--- config.mk ---
export PLATFORM = sky130hd
export DESIGN_NAME = adcc_top
export DESIGN_NICKNAME = d
export VERILOG_FILES = /design/src/adcc_pkg.sv /design/src/adcc_top.sv /design/src/adcc_tad_gen.sv /design/src/adcc_sar.sv
export VERILOG_INCLUDE_DIRS = /design/src
export SDC_FILE = /design/constraint.sdc
export NUM_CORES = 1
export LEC_CHECK = 0
export BUFFER_PORTS_ARGS = -buffer_cell sky130_fd_sc_hd__buf_2
export CAP_MARGIN = 20
export CORE_AREA = 2 2 140 142
export DETAILED_ROUTE_END_ITERATION = 16
export DIE_AREA = 0 0 142 144
export PLACE_DENSITY = 0.49
export SETUP_SLACK_MARGIN = 0.1
export SKIP_LAST_GASP = 1
export SLEW_MARGIN = 20
export SYNTH_ARGS = -nofsm -noshare
export SYNTH_HDL_FRONTEND = slang
export SYNTH_HIERARCHICAL = 1
export SYNTH_SLANG_ARGS = --single-unit
--- constraint.sdc ---
create_clock -name i_mclk -period 3 [get_ports i_mclk]
set_clock_uncertainty 0.2 [all_clocks]
set_input_delay 0.3 -clock i_mclk [delete_from_list [all_inputs] [get_ports i_mclk]]
set_output_delay 0.3 -clock i_mclk [all_outputs]
set_load 0.005 [all_outputs]
--- src/adcc_defines.svh ---
// Offsets, field positions, reset values and timing counts of the converter control block.
// Assumes a byte-addressed AHB-Lite bus; register index times four is the byte address.
`ifndef ADCC_DEFINES_SVH
`define ADCC_DEFINES_SVH

////////////////////////////////////////////////////////////////////////////////
// Register indices (byte address is index * 4)
`define ADCC_IDX_PORT_A_LEVELS    8'h05
`define ADCC_IDX_CORE_IRQ_LO      8'h0b
`define ADCC_IDX_IRQ_FLAGS        8'h0c
`define ADCC_IDX_RESULT           8'h1e
`define ADCC_IDX_CONV_CTRL        8'h1f
`define ADCC_IDX_PORT_A_DIR       8'h85
`define ADCC_IDX_CORE_IRQ_HI      8'h8b
`define ADCC_IDX_IRQ_ENABLES      8'h8c
`define ADCC_IDX_PIN_CONFIG       8'h9f

////////////////////////////////////////////////////////////////////////////////
// Field positions
`define ADCC_CTRL_CLKSEL_LSB      6
`define ADCC_CTRL_CHAN_LSB        3
`define ADCC_CTRL_GO_BIT          2
`define ADCC_CTRL_POWER_BIT       0
`define ADCC_CC_FLAG_BIT          6
`define ADCC_GLOBAL_EN_BIT        7
`define ADCC_PERIPH_EN_BIT        6

////////////////////////////////////////////////////////////////////////////////
// Reset values and encodings
`define ADCC_CTRL_RESET           8'h00
`define ADCC_PIN_CFG_RESET        3'h0
`define ADCC_PORT_A_DIR_RESET     6'h3f
`define ADCC_TRIG_MODE            4'hb

////////////////////////////////////////////////////////////////////////////////
// Half bit-period lengths in core clocks, and conversion length in half bit periods
`define ADCC_HALF_DIV2            5'd1
`define ADCC_HALF_DIV8            5'd4
`define ADCC_HALF_DIV32           5'd16
`define ADCC_SETUP_HALF_TADS      4'd3
`define ADCC_CONV_HALF_TADS       5'd19

`endif

--- src/adcc_pkg.sv ---
// Types shared by the converter control block.
// Assumes the defines header is compiled alongside.
package adcc_pkg;

	// Conversion clock select, in register encoding order
	typedef enum logic [1:0] {
		ADCC_CLK_DIV2,
		ADCC_CLK_DIV8,
		ADCC_CLK_DIV32,
		ADCC_CLK_RC
	} adcc_clk_sel_t;

	// Successive-approximation sequencer states
	typedef enum logic [1:0] {
		ADCC_SAR_IDLE,
		ADCC_SAR_SETUP,
		ADCC_SAR_BITS
	} adcc_sar_state_t;

endpackage

--- src/adcc_top.sv ---
// Converter control and trigger block: registers on AHB-Lite, start logic, interrupt.
// Assumes a single 100 MHz core clock, trigger and RC tick as one-cycle pulses in it.
//
// The AHB-Lite slave port was decided locally.
`timescale 1ns/1ps
`include "adcc_defines.svh"

module adcc_top (
	input  wire logic        i_mclk,
	input  wire logic        i_rst,
	input  wire logic        i_warm_rst,
	// AHB-Lite slave
	input  wire logic        i_hsel,
	input  wire logic [31:0] i_haddr,
	input  wire logic [1:0]  i_htrans,
	input  wire logic        i_hwrite,
	input  wire logic [2:0]  i_hsize,
	input  wire logic [31:0] i_hwdata,
	input  wire logic        i_hready,
	output logic             o_hreadyout,
	output logic             o_hresp,
	output logic [31:0]      o_hrdata,
	// Capture/compare unit and timer
	input  wire logic [3:0]  i_compare_unit_mode_field,
	input  wire logic        i_special_event_trigger,
	output logic             o_timer_clear,
	// Analog conversion core
	input  wire logic        i_cmp_high,
	input  wire logic        i_rc_half_tick,
	output logic [7:0]       o_trial_code,
	output logic             o_hold_sample,
	output logic [2:0]       o_input_channel_select,
	output logic             o_converter_power,
	output logic [2:0]       o_pin_analog_config,
	// Port A
	input  wire logic [5:0]  i_port_a_pin_levels,
	output logic [5:0]       o_port_a_direction,
	output logic [5:0]       o_port_a_out,
	// Interrupt
	output logic             o_irq
);
	import adcc_pkg::*;

	logic [7:0]  ctrl_q;
	logic [2:0]  pin_cfg_q;
	logic [5:0]  dir_q;
	logic [5:0]  port_out_q;
	logic        cc_flag_q;
	logic        cc_enable_q;
	logic [1:0]  core_irq_q;
	logic        pend_q;
	logic        wr_q;
	logic        mapped_q;
	logic [7:0]  idx_q;
	logic        acc;
	logic        wr_en;
	logic        rd_en;
	logic [7:0]  wdata;
	logic [7:0]  rdata;
	logic        go_q;
	logic        power_q;
	logic        trig_mode;
	logic        trig_ok;
	logic        sar_busy;
	logic        sar_done;
	logic        sar_start;
	logic        sar_abort;
	logic        half_tick;
	logic [7:0]  result;

	// Decode of one register index against the captured address
	function automatic logic hit(input logic [7:0] idx, input logic [7:0] reg_idx);
		hit = idx == reg_idx;
	endfunction

	// Pins configured as analog inputs read as low on the port
	function automatic logic [5:0] analog_mask(input logic [2:0] cfg);
		unique case (cfg)
			3'b000, 3'b001, 3'b010, 3'b011: analog_mask = 6'h2f;
			3'b100, 3'b101:                 analog_mask = 6'h0b;
			3'b110, 3'b111:                 analog_mask = 6'h00;
		endcase
	endfunction

	////////////////////////////////////////////////////////////////////////
	// Bus slave: one wait state, then registered read data
	assign acc   = i_hsel && i_htrans[1] && i_hready;
	assign wr_en = pend_q && wr_q && mapped_q;
	assign rd_en = pend_q && !wr_q && mapped_q;
	assign wdata = i_hwdata[7:0];

	// Address phase capture
	always_ff @(posedge i_mclk or posedge i_rst) begin
		if (i_rst) begin
			pend_q   <= 1'b0;
			wr_q     <= 1'b0;
			mapped_q <= 1'b0;
			idx_q    <= 8'h00;
		end else begin
			pend_q   <= acc;
			if (acc) begin
				wr_q     <= i_hwrite;
				mapped_q <= (i_haddr[31:10] == 22'h000000) && (i_haddr[1:0] == 2'b00);
				idx_q    <= i_haddr[9:2];
			end
		end
	end

	// Ready low for the cycle after an accepted address phase
	always_ff @(posedge i_mclk or posedge i_rst) begin
		if (i_rst) begin
			o_hreadyout <= 1'b1;
			o_hresp     <= 1'b0;
		end else begin
			o_hreadyout <= !acc;
			o_hresp     <= 1'b0;
		end
	end

	// Read multiplexer; unmapped and unimplemented bits read zero
	always_comb begin
		rdata = 8'h00;
		if (hit(idx_q, `ADCC_IDX_PORT_A_LEVELS))
			rdata = {2'b00, i_port_a_pin_levels & ~analog_mask(pin_cfg_q)};
		else if (hit(idx_q, `ADCC_IDX_CORE_IRQ_LO) || hit(idx_q, `ADCC_IDX_CORE_IRQ_HI))
			rdata = {core_irq_q, 6'h00};
		else if (hit(idx_q, `ADCC_IDX_IRQ_FLAGS))
			rdata = {1'b0, cc_flag_q, 6'h00};
		else if (hit(idx_q, `ADCC_IDX_RESULT))
			rdata = result;
		else if (hit(idx_q, `ADCC_IDX_CONV_CTRL))
			rdata = {ctrl_q[7:2], 1'b0, ctrl_q[0]};
		else if (hit(idx_q, `ADCC_IDX_PORT_A_DIR))
			rdata = {2'b00, dir_q};
		else if (hit(idx_q, `ADCC_IDX_IRQ_ENABLES))
			rdata = {1'b0, cc_enable_q, 6'h00};
		else if (hit(idx_q, `ADCC_IDX_PIN_CONFIG))
			rdata = {5'h00, pin_cfg_q};
	end

	// Read data register, zero for unmapped addresses
	always_ff @(posedge i_mclk or posedge i_rst) begin
		if (i_rst)
			o_hrdata <= 32'h00000000;
		else if (pend_q && !wr_q)
			o_hrdata <= {24'h000000, mapped_q ? rdata : 8'h00};
	end

	////////////////////////////////////////////////////////////////////////
	// Converter control register and start logic
	assign go_q      = ctrl_q[`ADCC_CTRL_GO_BIT];
	assign power_q   = ctrl_q[`ADCC_CTRL_POWER_BIT];
	assign trig_mode = i_compare_unit_mode_field == `ADCC_TRIG_MODE;
	assign trig_ok   = i_special_event_trigger && trig_mode && power_q;
	assign sar_start = go_q && !sar_busy && !sar_done; // Go still reads 1 in the done cycle
	assign sar_abort = sar_busy && !go_q;

	// Go sets by software or trigger, clears at completion, on a write with Go or power at zero, or on warm reset
	always_ff @(posedge i_mclk or posedge i_rst) begin
		if (i_rst) begin
			ctrl_q <= `ADCC_CTRL_RESET;
		end else if (i_warm_rst) begin
			ctrl_q <= `ADCC_CTRL_RESET;
		end else begin
			if (wr_en && hit(idx_q, `ADCC_IDX_CONV_CTRL)) begin
				ctrl_q[7:3] <= wdata[7:3];
				ctrl_q[1]   <= 1'b0;
				ctrl_q[`ADCC_CTRL_POWER_BIT] <= wdata[`ADCC_CTRL_POWER_BIT];
				ctrl_q[`ADCC_CTRL_GO_BIT]    <= wdata[`ADCC_CTRL_GO_BIT] &&
					wdata[`ADCC_CTRL_POWER_BIT];
			end
			if (sar_done)
				ctrl_q[`ADCC_CTRL_GO_BIT] <= 1'b0;
			if (trig_ok && !go_q)
				ctrl_q[`ADCC_CTRL_GO_BIT] <= 1'b1;
		end
	end

	// Timer clear follows every special event trigger while the mode field selects the trigger mode, powered or not
	always_ff @(posedge i_mclk or posedge i_rst) begin
		if (i_rst)
			o_timer_clear <= 1'b0;
		else
			o_timer_clear <= i_special_event_trigger && trig_mode;
	end

	////////////////////////////////////////////////////////////////////////
	// Configuration, direction and port latch registers
	always_ff @(posedge i_mclk or posedge i_rst) begin
		if (i_rst) begin
			pin_cfg_q  <= `ADCC_PIN_CFG_RESET;
			dir_q      <= `ADCC_PORT_A_DIR_RESET;
			port_out_q <= 6'h00;
		end else if (i_warm_rst) begin
			pin_cfg_q  <= `ADCC_PIN_CFG_RESET;
			dir_q      <= `ADCC_PORT_A_DIR_RESET;
		end else if (wr_en) begin
			if (hit(idx_q, `ADCC_IDX_PIN_CONFIG))
				pin_cfg_q <= wdata[2:0];
			if (hit(idx_q, `ADCC_IDX_PORT_A_DIR))
				dir_q <= wdata[5:0];
			if (hit(idx_q, `ADCC_IDX_PORT_A_LEVELS))
				port_out_q <= wdata[5:0];
		end
	end

	////////////////////////////////////////////////////////////////////////
	// Interrupt enables
	always_ff @(posedge i_mclk or posedge i_rst) begin
		if (i_rst) begin
			cc_enable_q <= 1'b0;
			core_irq_q  <= 2'b00;
		end else if (i_warm_rst) begin
			cc_enable_q <= 1'b0;
			core_irq_q  <= 2'b00;
		end else if (wr_en) begin
			if (hit(idx_q, `ADCC_IDX_IRQ_ENABLES))
				cc_enable_q <= wdata[`ADCC_CC_FLAG_BIT];
			if (hit(idx_q, `ADCC_IDX_CORE_IRQ_LO) || hit(idx_q, `ADCC_IDX_CORE_IRQ_HI))
				core_irq_q <= {wdata[`ADCC_GLOBAL_EN_BIT], wdata[`ADCC_PERIPH_EN_BIT]};
		end
	end

	// Completion flag: set by completion, cleared by a read or warm reset, set wins
	always_ff @(posedge i_mclk or posedge i_rst) begin
		if (i_rst)
			cc_flag_q <= 1'b0;
		else if (sar_done)
			cc_flag_q <= 1'b1;
		else if (i_warm_rst)
			cc_flag_q <= 1'b0;
		else if (rd_en && hit(idx_q, `ADCC_IDX_IRQ_FLAGS))
			cc_flag_q <= 1'b0;
	end

	// Level interrupt gated by enable and both core enables
	always_ff @(posedge i_mclk or posedge i_rst) begin
		if (i_rst)
			o_irq <= 1'b0;
		else
			o_irq <= cc_flag_q && cc_enable_q && core_irq_q[0] && core_irq_q[1];
	end

	////////////////////////////////////////////////////////////////////////
	// Conversion timing and sequencer
	adcc_tad_gen u_tad (
		.i_mclk         (i_mclk),
		.i_rst          (i_rst),
		.i_run          (sar_busy),
		.i_clk_sel      (adcc_clk_sel_t'(ctrl_q[7:6])),
		.i_rc_half_tick (i_rc_half_tick),
		.o_half_tick    (half_tick)
	);

	adcc_sar u_sar (
		.i_mclk       (i_mclk),
		.i_rst        (i_rst),
		.i_start      (sar_start),
		.i_abort      (sar_abort),
		.i_half_tick  (half_tick),
		.i_cmp_high   (i_cmp_high),
		.o_busy       (sar_busy),
		.o_done       (sar_done),
		.o_trial_code (o_trial_code),
		.o_result     (result)
	);

	// Outputs taken straight from registers
	assign o_hold_sample          = sar_busy;
	assign o_input_channel_select = ctrl_q[5:3];
	assign o_converter_power      = power_q;
	assign o_pin_analog_config    = pin_cfg_q;
	assign o_port_a_direction     = dir_q;
	assign o_port_a_out           = port_out_q;

	////////////////////////////////////////////////////////////////////////
	// Checks
	logic ctrl_wr;
	assign ctrl_wr = wr_en && hit(idx_q, `ADCC_IDX_CONV_CTRL);
endmodule

--- src/adcc_tad_gen.sv ---
// Half bit-period tick generator for the converter.
// Assumes the RC half tick input is already a single-cycle pulse in the core clock domain.
`timescale 1ns/1ps
`include "adcc_defines.svh"

module adcc_tad_gen (
	input  wire logic                  i_mclk,
	input  wire logic                  i_rst,
	input  wire logic                  i_run,
	input  wire adcc_pkg::adcc_clk_sel_t i_clk_sel,
	input  wire logic                  i_rc_half_tick,
	output logic                       o_half_tick
);
	import adcc_pkg::*;

	logic [4:0] cnt_q;

	// Core clocks per half bit period for each divided select; the RC entry is never used
	function automatic logic [4:0] half_div(input adcc_clk_sel_t sel);
		unique case (sel)
			ADCC_CLK_DIV2:  half_div = `ADCC_HALF_DIV2;
			ADCC_CLK_DIV8:  half_div = `ADCC_HALF_DIV8;
			ADCC_CLK_DIV32: half_div = `ADCC_HALF_DIV32;
			ADCC_CLK_RC:    half_div = `ADCC_HALF_DIV2;
		endcase
	endfunction

	////////////////////////////////////////////////////////////////////////
	// Divider, restarted whenever no conversion runs
	always_ff @(posedge i_mclk or posedge i_rst) begin
		if (i_rst) begin
			cnt_q       <= 5'd0;
			o_half_tick <= 1'b0;
		end else if (!i_run) begin
			cnt_q       <= 5'd0;
			o_half_tick <= 1'b0;
		end else if (i_clk_sel == ADCC_CLK_RC) begin
			cnt_q       <= 5'd0;
			o_half_tick <= i_rc_half_tick;
		end else if (cnt_q == half_div(i_clk_sel) - 5'd1) begin
			cnt_q       <= 5'd0;
			o_half_tick <= 1'b1;
		end else begin
			cnt_q       <= cnt_q + 5'd1;
			o_half_tick <= 1'b0;
		end
	end
endmodule

--- src/adcc_sar.sv ---
// Successive-approximation sequencer: 1.5 bit periods of setup, then eight bits.
// Assumes the analog core compares its held input against the trial code each cycle.
`timescale 1ns/1ps
`include "adcc_defines.svh"

module adcc_sar (
	input  wire logic  i_mclk,
	input  wire logic  i_rst,
	input  wire logic  i_start,
	input  wire logic  i_abort,
	input  wire logic  i_half_tick,
	input  wire logic  i_cmp_high,
	output logic       o_busy,
	output logic       o_done,
	output logic [7:0] o_trial_code,
	output logic [7:0] o_result
);
	import adcc_pkg::*;

	adcc_sar_state_t state_q;
	logic [3:0]      hcnt_q;
	logic [2:0]      bit_pos;
	logic            decide;
	logic            last_bit;
	logic [7:0]      trial_d;

	// Drop the bit under test if input is below trial, then try the next lower bit
	function automatic logic [7:0] sar_step(input logic [7:0] trial, input logic [2:0] pos,
		input logic keep);
		logic [7:0] t;
		t = trial;
		t[pos] = keep;
		if (pos != 3'd0)
			t[pos - 3'd1] = 1'b1;
		sar_step = t;
	endfunction

	// Bit decided on every second half tick of the bit phase
	assign bit_pos  = 3'd7 - hcnt_q[3:1];
	assign decide   = (state_q == ADCC_SAR_BITS) && i_half_tick && hcnt_q[0] && !i_abort;
	assign last_bit = bit_pos == 3'd0;
	assign trial_d  = sar_step(o_trial_code, bit_pos, i_cmp_high);

	////////////////////////////////////////////////////////////////////////
	// Sequencer
	always_ff @(posedge i_mclk or posedge i_rst) begin
		if (i_rst) begin
			state_q      <= ADCC_SAR_IDLE;
			hcnt_q       <= 4'd0;
			o_busy       <= 1'b0;
			o_done       <= 1'b0;
			o_trial_code <= 8'h00;
		end else begin
			o_done <= 1'b0;
			unique case (state_q)
				ADCC_SAR_IDLE: begin
					if (i_start) begin
						state_q      <= ADCC_SAR_SETUP;
						hcnt_q       <= 4'd0;
						o_busy       <= 1'b1;
						o_trial_code <= 8'h00;
					end
				end
				ADCC_SAR_SETUP: begin
					if (i_abort) begin
						state_q <= ADCC_SAR_IDLE;
						o_busy  <= 1'b0;
					end else if (i_half_tick) begin
						if (hcnt_q == `ADCC_SETUP_HALF_TADS - 4'd1) begin
							state_q      <= ADCC_SAR_BITS;
							hcnt_q       <= 4'd0;
							o_trial_code <= 8'h80;
						end else begin
							hcnt_q <= hcnt_q + 4'd1;
						end
					end
				end
				ADCC_SAR_BITS: begin
					if (i_abort) begin
						state_q <= ADCC_SAR_IDLE;
						o_busy  <= 1'b0;
					end else if (i_half_tick) begin
						hcnt_q <= hcnt_q + 4'd1;
						if (decide) begin
							o_trial_code <= trial_d;
						end
						if (decide && last_bit) begin
							state_q <= ADCC_SAR_IDLE;
							o_busy  <= 1'b0;
							o_done  <= 1'b1;
						end
					end
				end
			endcase
		end
	end

	// Result holds through every reset; unknown until the first conversion
	always_ff @(posedge i_mclk) begin
		if (decide && last_bit)
			o_result <= trial_d;
	end

	////////////////////////////////////////////////////////////////////////
	// Checks: count half ticks seen by one conversion
	logic [4:0] seen_q;

	always_ff @(posedge i_mclk or posedge i_rst) begin
		if (i_rst)
			seen_q <= 5'd0;
		else if (i_start && !o_busy)
			seen_q <= 5'd0;
		else if (o_busy && i_half_tick)
			seen_q <= seen_q + 5'd1;
	end
endmodule

==> results.tsv <==
stage	metric	value	unit
status	outcome	complete, no violations	
timing	Finish-stage setup viols	0	
power	clock network fraction of total power	0.345	
layout	commonest non-fill, non-tap cell in the layout	buf_2	
setup_path	crit end category	flop	
yosys	Cells after Synth	448	
placed_design	I/O Buffers	98	
clock_network	Clock Path Buffers	2	
setup_path	Critical Path Start	u_sar/hcnt_q[1]	
yosys	Post-synth EDFFs	8	
setup_path	Setup crit start kind	flop	
setup_path	Setup Crit Path Kind	reg -> reg	
grt	GRT Total Usage	0.116	
clock_network	Root Driver	clkbuf_16	
drt	First DRT Iteration DRCs	285	
drt	via density per instance	4.63	
timing	fin crit period	2.47	ns
clock_network	Inserted Clock Buffers	9	
layout	Post-layout nets	649	
power	Worst IR Drop VDD	0.212	mV
drt	DRC viols	0	
drt	Post-Route M1 WL	5430	um
grt	vias in the first global route	3520	
clock_network	clk sinks	78	
power	Leak	2.49	nW
grt	initial antenna violation count	1	
setup_path	path depth of the worst reg2reg path	6	
timing	Worst Max-Slew Pin Slew	0.912	ns
clock_network	CTS tree	built	
yosys	Yosys top cell by area	dfrtp_1	
drt	Max Used Layer	met4	
power	PwrDens	540	mW/mm2
yosys	syn avg cell area	10.0	um2
drt	DR vias	3677	
power	Reg power frac	0.431	
layout	share of post-route cells with drive strength above 1	0.283	
yosys	Synth top area share	0.352	
placed_design	placed insts	769	
clock_network	htree depth	3	
layout	Post-Layout Cell Count	794	
layout	fill count	2013	
yosys	largest cells by area after synthesis	dfrtp_1, edfxtp_1, mux2_2	
setup_path	worst r2r src	u_sar/hcnt_q[1]	
yosys	Post-synth ARST share	0.897	
setup_path	Crit path largest cell delay	0.70	ns
grt	GRT overflow	0	
drt	WL met3	781	um
grt	largest net degree at the start of global routing	44	
yosys	#FFs+latches synth	78	
drt	met2 WL	5770	um
min_path	worst hold path type	in -> reg	
setup_path	CP max FO	18	
die	starting density of the core	0.235	
timing	Final Cycle Share	0.824	
timing	max frequency	0.404	GHz
timing	Sum Neg Setup Slack	0	ns
drt	drt first pass iters	4	
timing	final hold vios	0	
power	switching share of power	0.313	
timing	Slew Viols, Final	0	
run	max-cap viol count	0	
die	Row Count	51	
placed_design	Post-DP HPWL	9270	um
timing	final worst slack	0.527	ns
setup_path	Arr. time, crit path	2.52	ns
power	NetSw	0.923	mW
setup_path	Critical Path RT	3.05	ns
clock_network	clock-pin slew on the worst setup and hold paths	0.06	ns
layout	most frequent cells in the layout	buf_2, dfrtp_1, nand2_1	
timing	max_slew headroom	0.391	
yosys	post-synth cell types	62	
power	Design Power	2.95	mW
die	Die ar.	0.0204	mm2
drt	post-DR wirelength/cell	15.3	um
placed_design	routability congestion estimate	0.840	
drt	Total Wirelength	12200	um
yosys	Ys Warns	6	
die	core box area	0.0191	mm2
placed_design	Placement Setup Slack	0.577	ns
clock_network	# resized after CTS	0	
setup_path	critical path's slowest cell	dfrtp_1	
power	Int Pwr	2.03	mW
die	die height	144	um
timing	RSZ-0062 raised after global routing	no	
die	# IOs	152	
min_path	Hold Startpoint	i_haddr[8]	
yosys	area of the mapped netlist	0.00448	mm2
grt	first-pass GRT wire length	18600	um
min_path	Hold Crit Depth	2	
die	chip width	142	um
clock_network	worst skew pair latency	0.34	ns
yosys	Post-synth top flop	dfrtp_1	
power	Comb pwr share	0.225	
setup_path	worst-path cell chain	ha_1 > or3b_2 > nand2_1 > and2_1 > nand4_1 > o2111ai_1	
drt	post-route ant nets	0	
layout	area growth from synthesis to layout	21.8	%
yosys	sequential area share after synthesis	0.447	
-- sequential cells by signal, indices dropped and copies added, names as in the netlist, 2 cells and up --
| name | count |
|---|---|
| idx_q | 8 |
| o_hrdata | 8 |
| u_sar/o_result | 8 |
| u_sar/o_trial_code | 8 |
| ctrl_q | 7 |
| o_port_a_direction | 6 |
| o_port_a_out | 6 |
| u_tad/cnt_q | 5 |
| u_sar/hcnt_q | 4 |
| o_pin_analog_config | 3 |
| core_irq_q | 2 |
| u_sar/state_q | 2 |
-- repair_timing --
item                      in CTS  in global routing
hold buffers                   8                  0
setup buffers                  0                  0
hold endpoints to repair      29                  0
-- routing by layer --
| metal | track usage | vias up |
|---|---|---|
| li1 | - | 1779 |
| met1 | 0.147 | 1762 |
| met2 | 0.197 | 123 |
| met3 | 0.0265 | 13 |
| met4 | 0.0395 | 0 |
| met5 | 0 | - |
-- critical path, delay by kind of cell (launching register included) --
kind	cells	cell delay (ns)
AND/OR/NAND/NOR	4	1.03
adder cells (fa/ha/maj)	1	0.32
flip-flops	1	0.70
AO/OA/AOI/OAI	1	0.14
-- kinds of logic (layout without fill, tap and decap cells) --
group / Yosys count / count (layout) / synth area share
buffers and inverters: 60 / 143 / 0.0788
multiplexers: 41 / 41 / 0.0972
other: 1 / 26 / 0.000837
flip-flops: 78 / 78 / 0.447
adder cells (fa/ha/maj): 11 / 11 / 0.0307
AO/OA/AOI/OAI: 78 / 78 / 0.120
XOR/XNOR: 4 / 4 / 0.0115
AND/OR/NAND/NOR: 175 / 175 / 0.214
-- power groups by stage --
stage	Combinational (mW)	Clock, mW	Sequential [mW]
2_1_floorplan	0.505	0	1.24
3_3_place_gp	0.651	0	1.28
3_5_place_dp	0.651	0	1.29
4_1_cts	0.665	1.05	1.27
5_1_grt	0.743	1.09	1.29
6_report	0.662	1.02	1.27
-- stage by stage --
stage               utilization  cell area (um2)  hold WS [ns]
floorplan                     -             4570        -0.109
global placement          0.267             5100        0.0623
detailed placement        0.267             5100        0.0631
CTS                       0.286             5450      0.000200
finish                    0.286             5460       0.00527
global route              0.286             5460        0.0170
-- final cells by class --
cell class | count | area, um2 | share of cell area
antenna | 1 | 2.50 | 0.000459
clock buffer | 15 | 268 | 0.0491
clock inverter | 1 | 5.00 | 0.000917
inverter | 16 | 60.1 | 0.0110
multi-input combinational | 334 | 2210 | 0.406
sequential | 78 | 2000 | 0.367
tap | 238 | 298 | 0.0546
timing repair buffer | 111 | 608 | 0.111
-- worst paths after layout --
check / end / slack (ns)
setup / recovery: u_sar/o_trial_code[7] / 0.53
hold / removal: idx_q[6] / 0.005
setup reg to reg: u_sar/o_trial_code[7] / 0.53
hold reg to reg: o_hrdata[7] / 0.28
max in group asynchronous: o_port_a_direction[5] / 1.32
min in group asynchronous: u_tad/cnt_q[3] / 0.26
-- cell usage after synthesis (all sizes together) (3+ instances only) --
master  instances
o31ai           4
a21o            4
ha             11
or3b            4
a21oi          17
nand3          24
clkbuf         10
nand3b          4
a31oi           7
edfxtp          8
nand2          43
nor3b           4
o21ai          20
a22oi           6
a211oi          4
dfrtp          63
nor4           12
nor3           11
nor2           31
nor2b           6
and3            5
nand2b          6
a221oi          3
dfstp           7
buf            34
inv            16
mux2i          21
nand4           8
mux2           20
and4            4
Note: power is estimated with default switching activity, not from simulation.
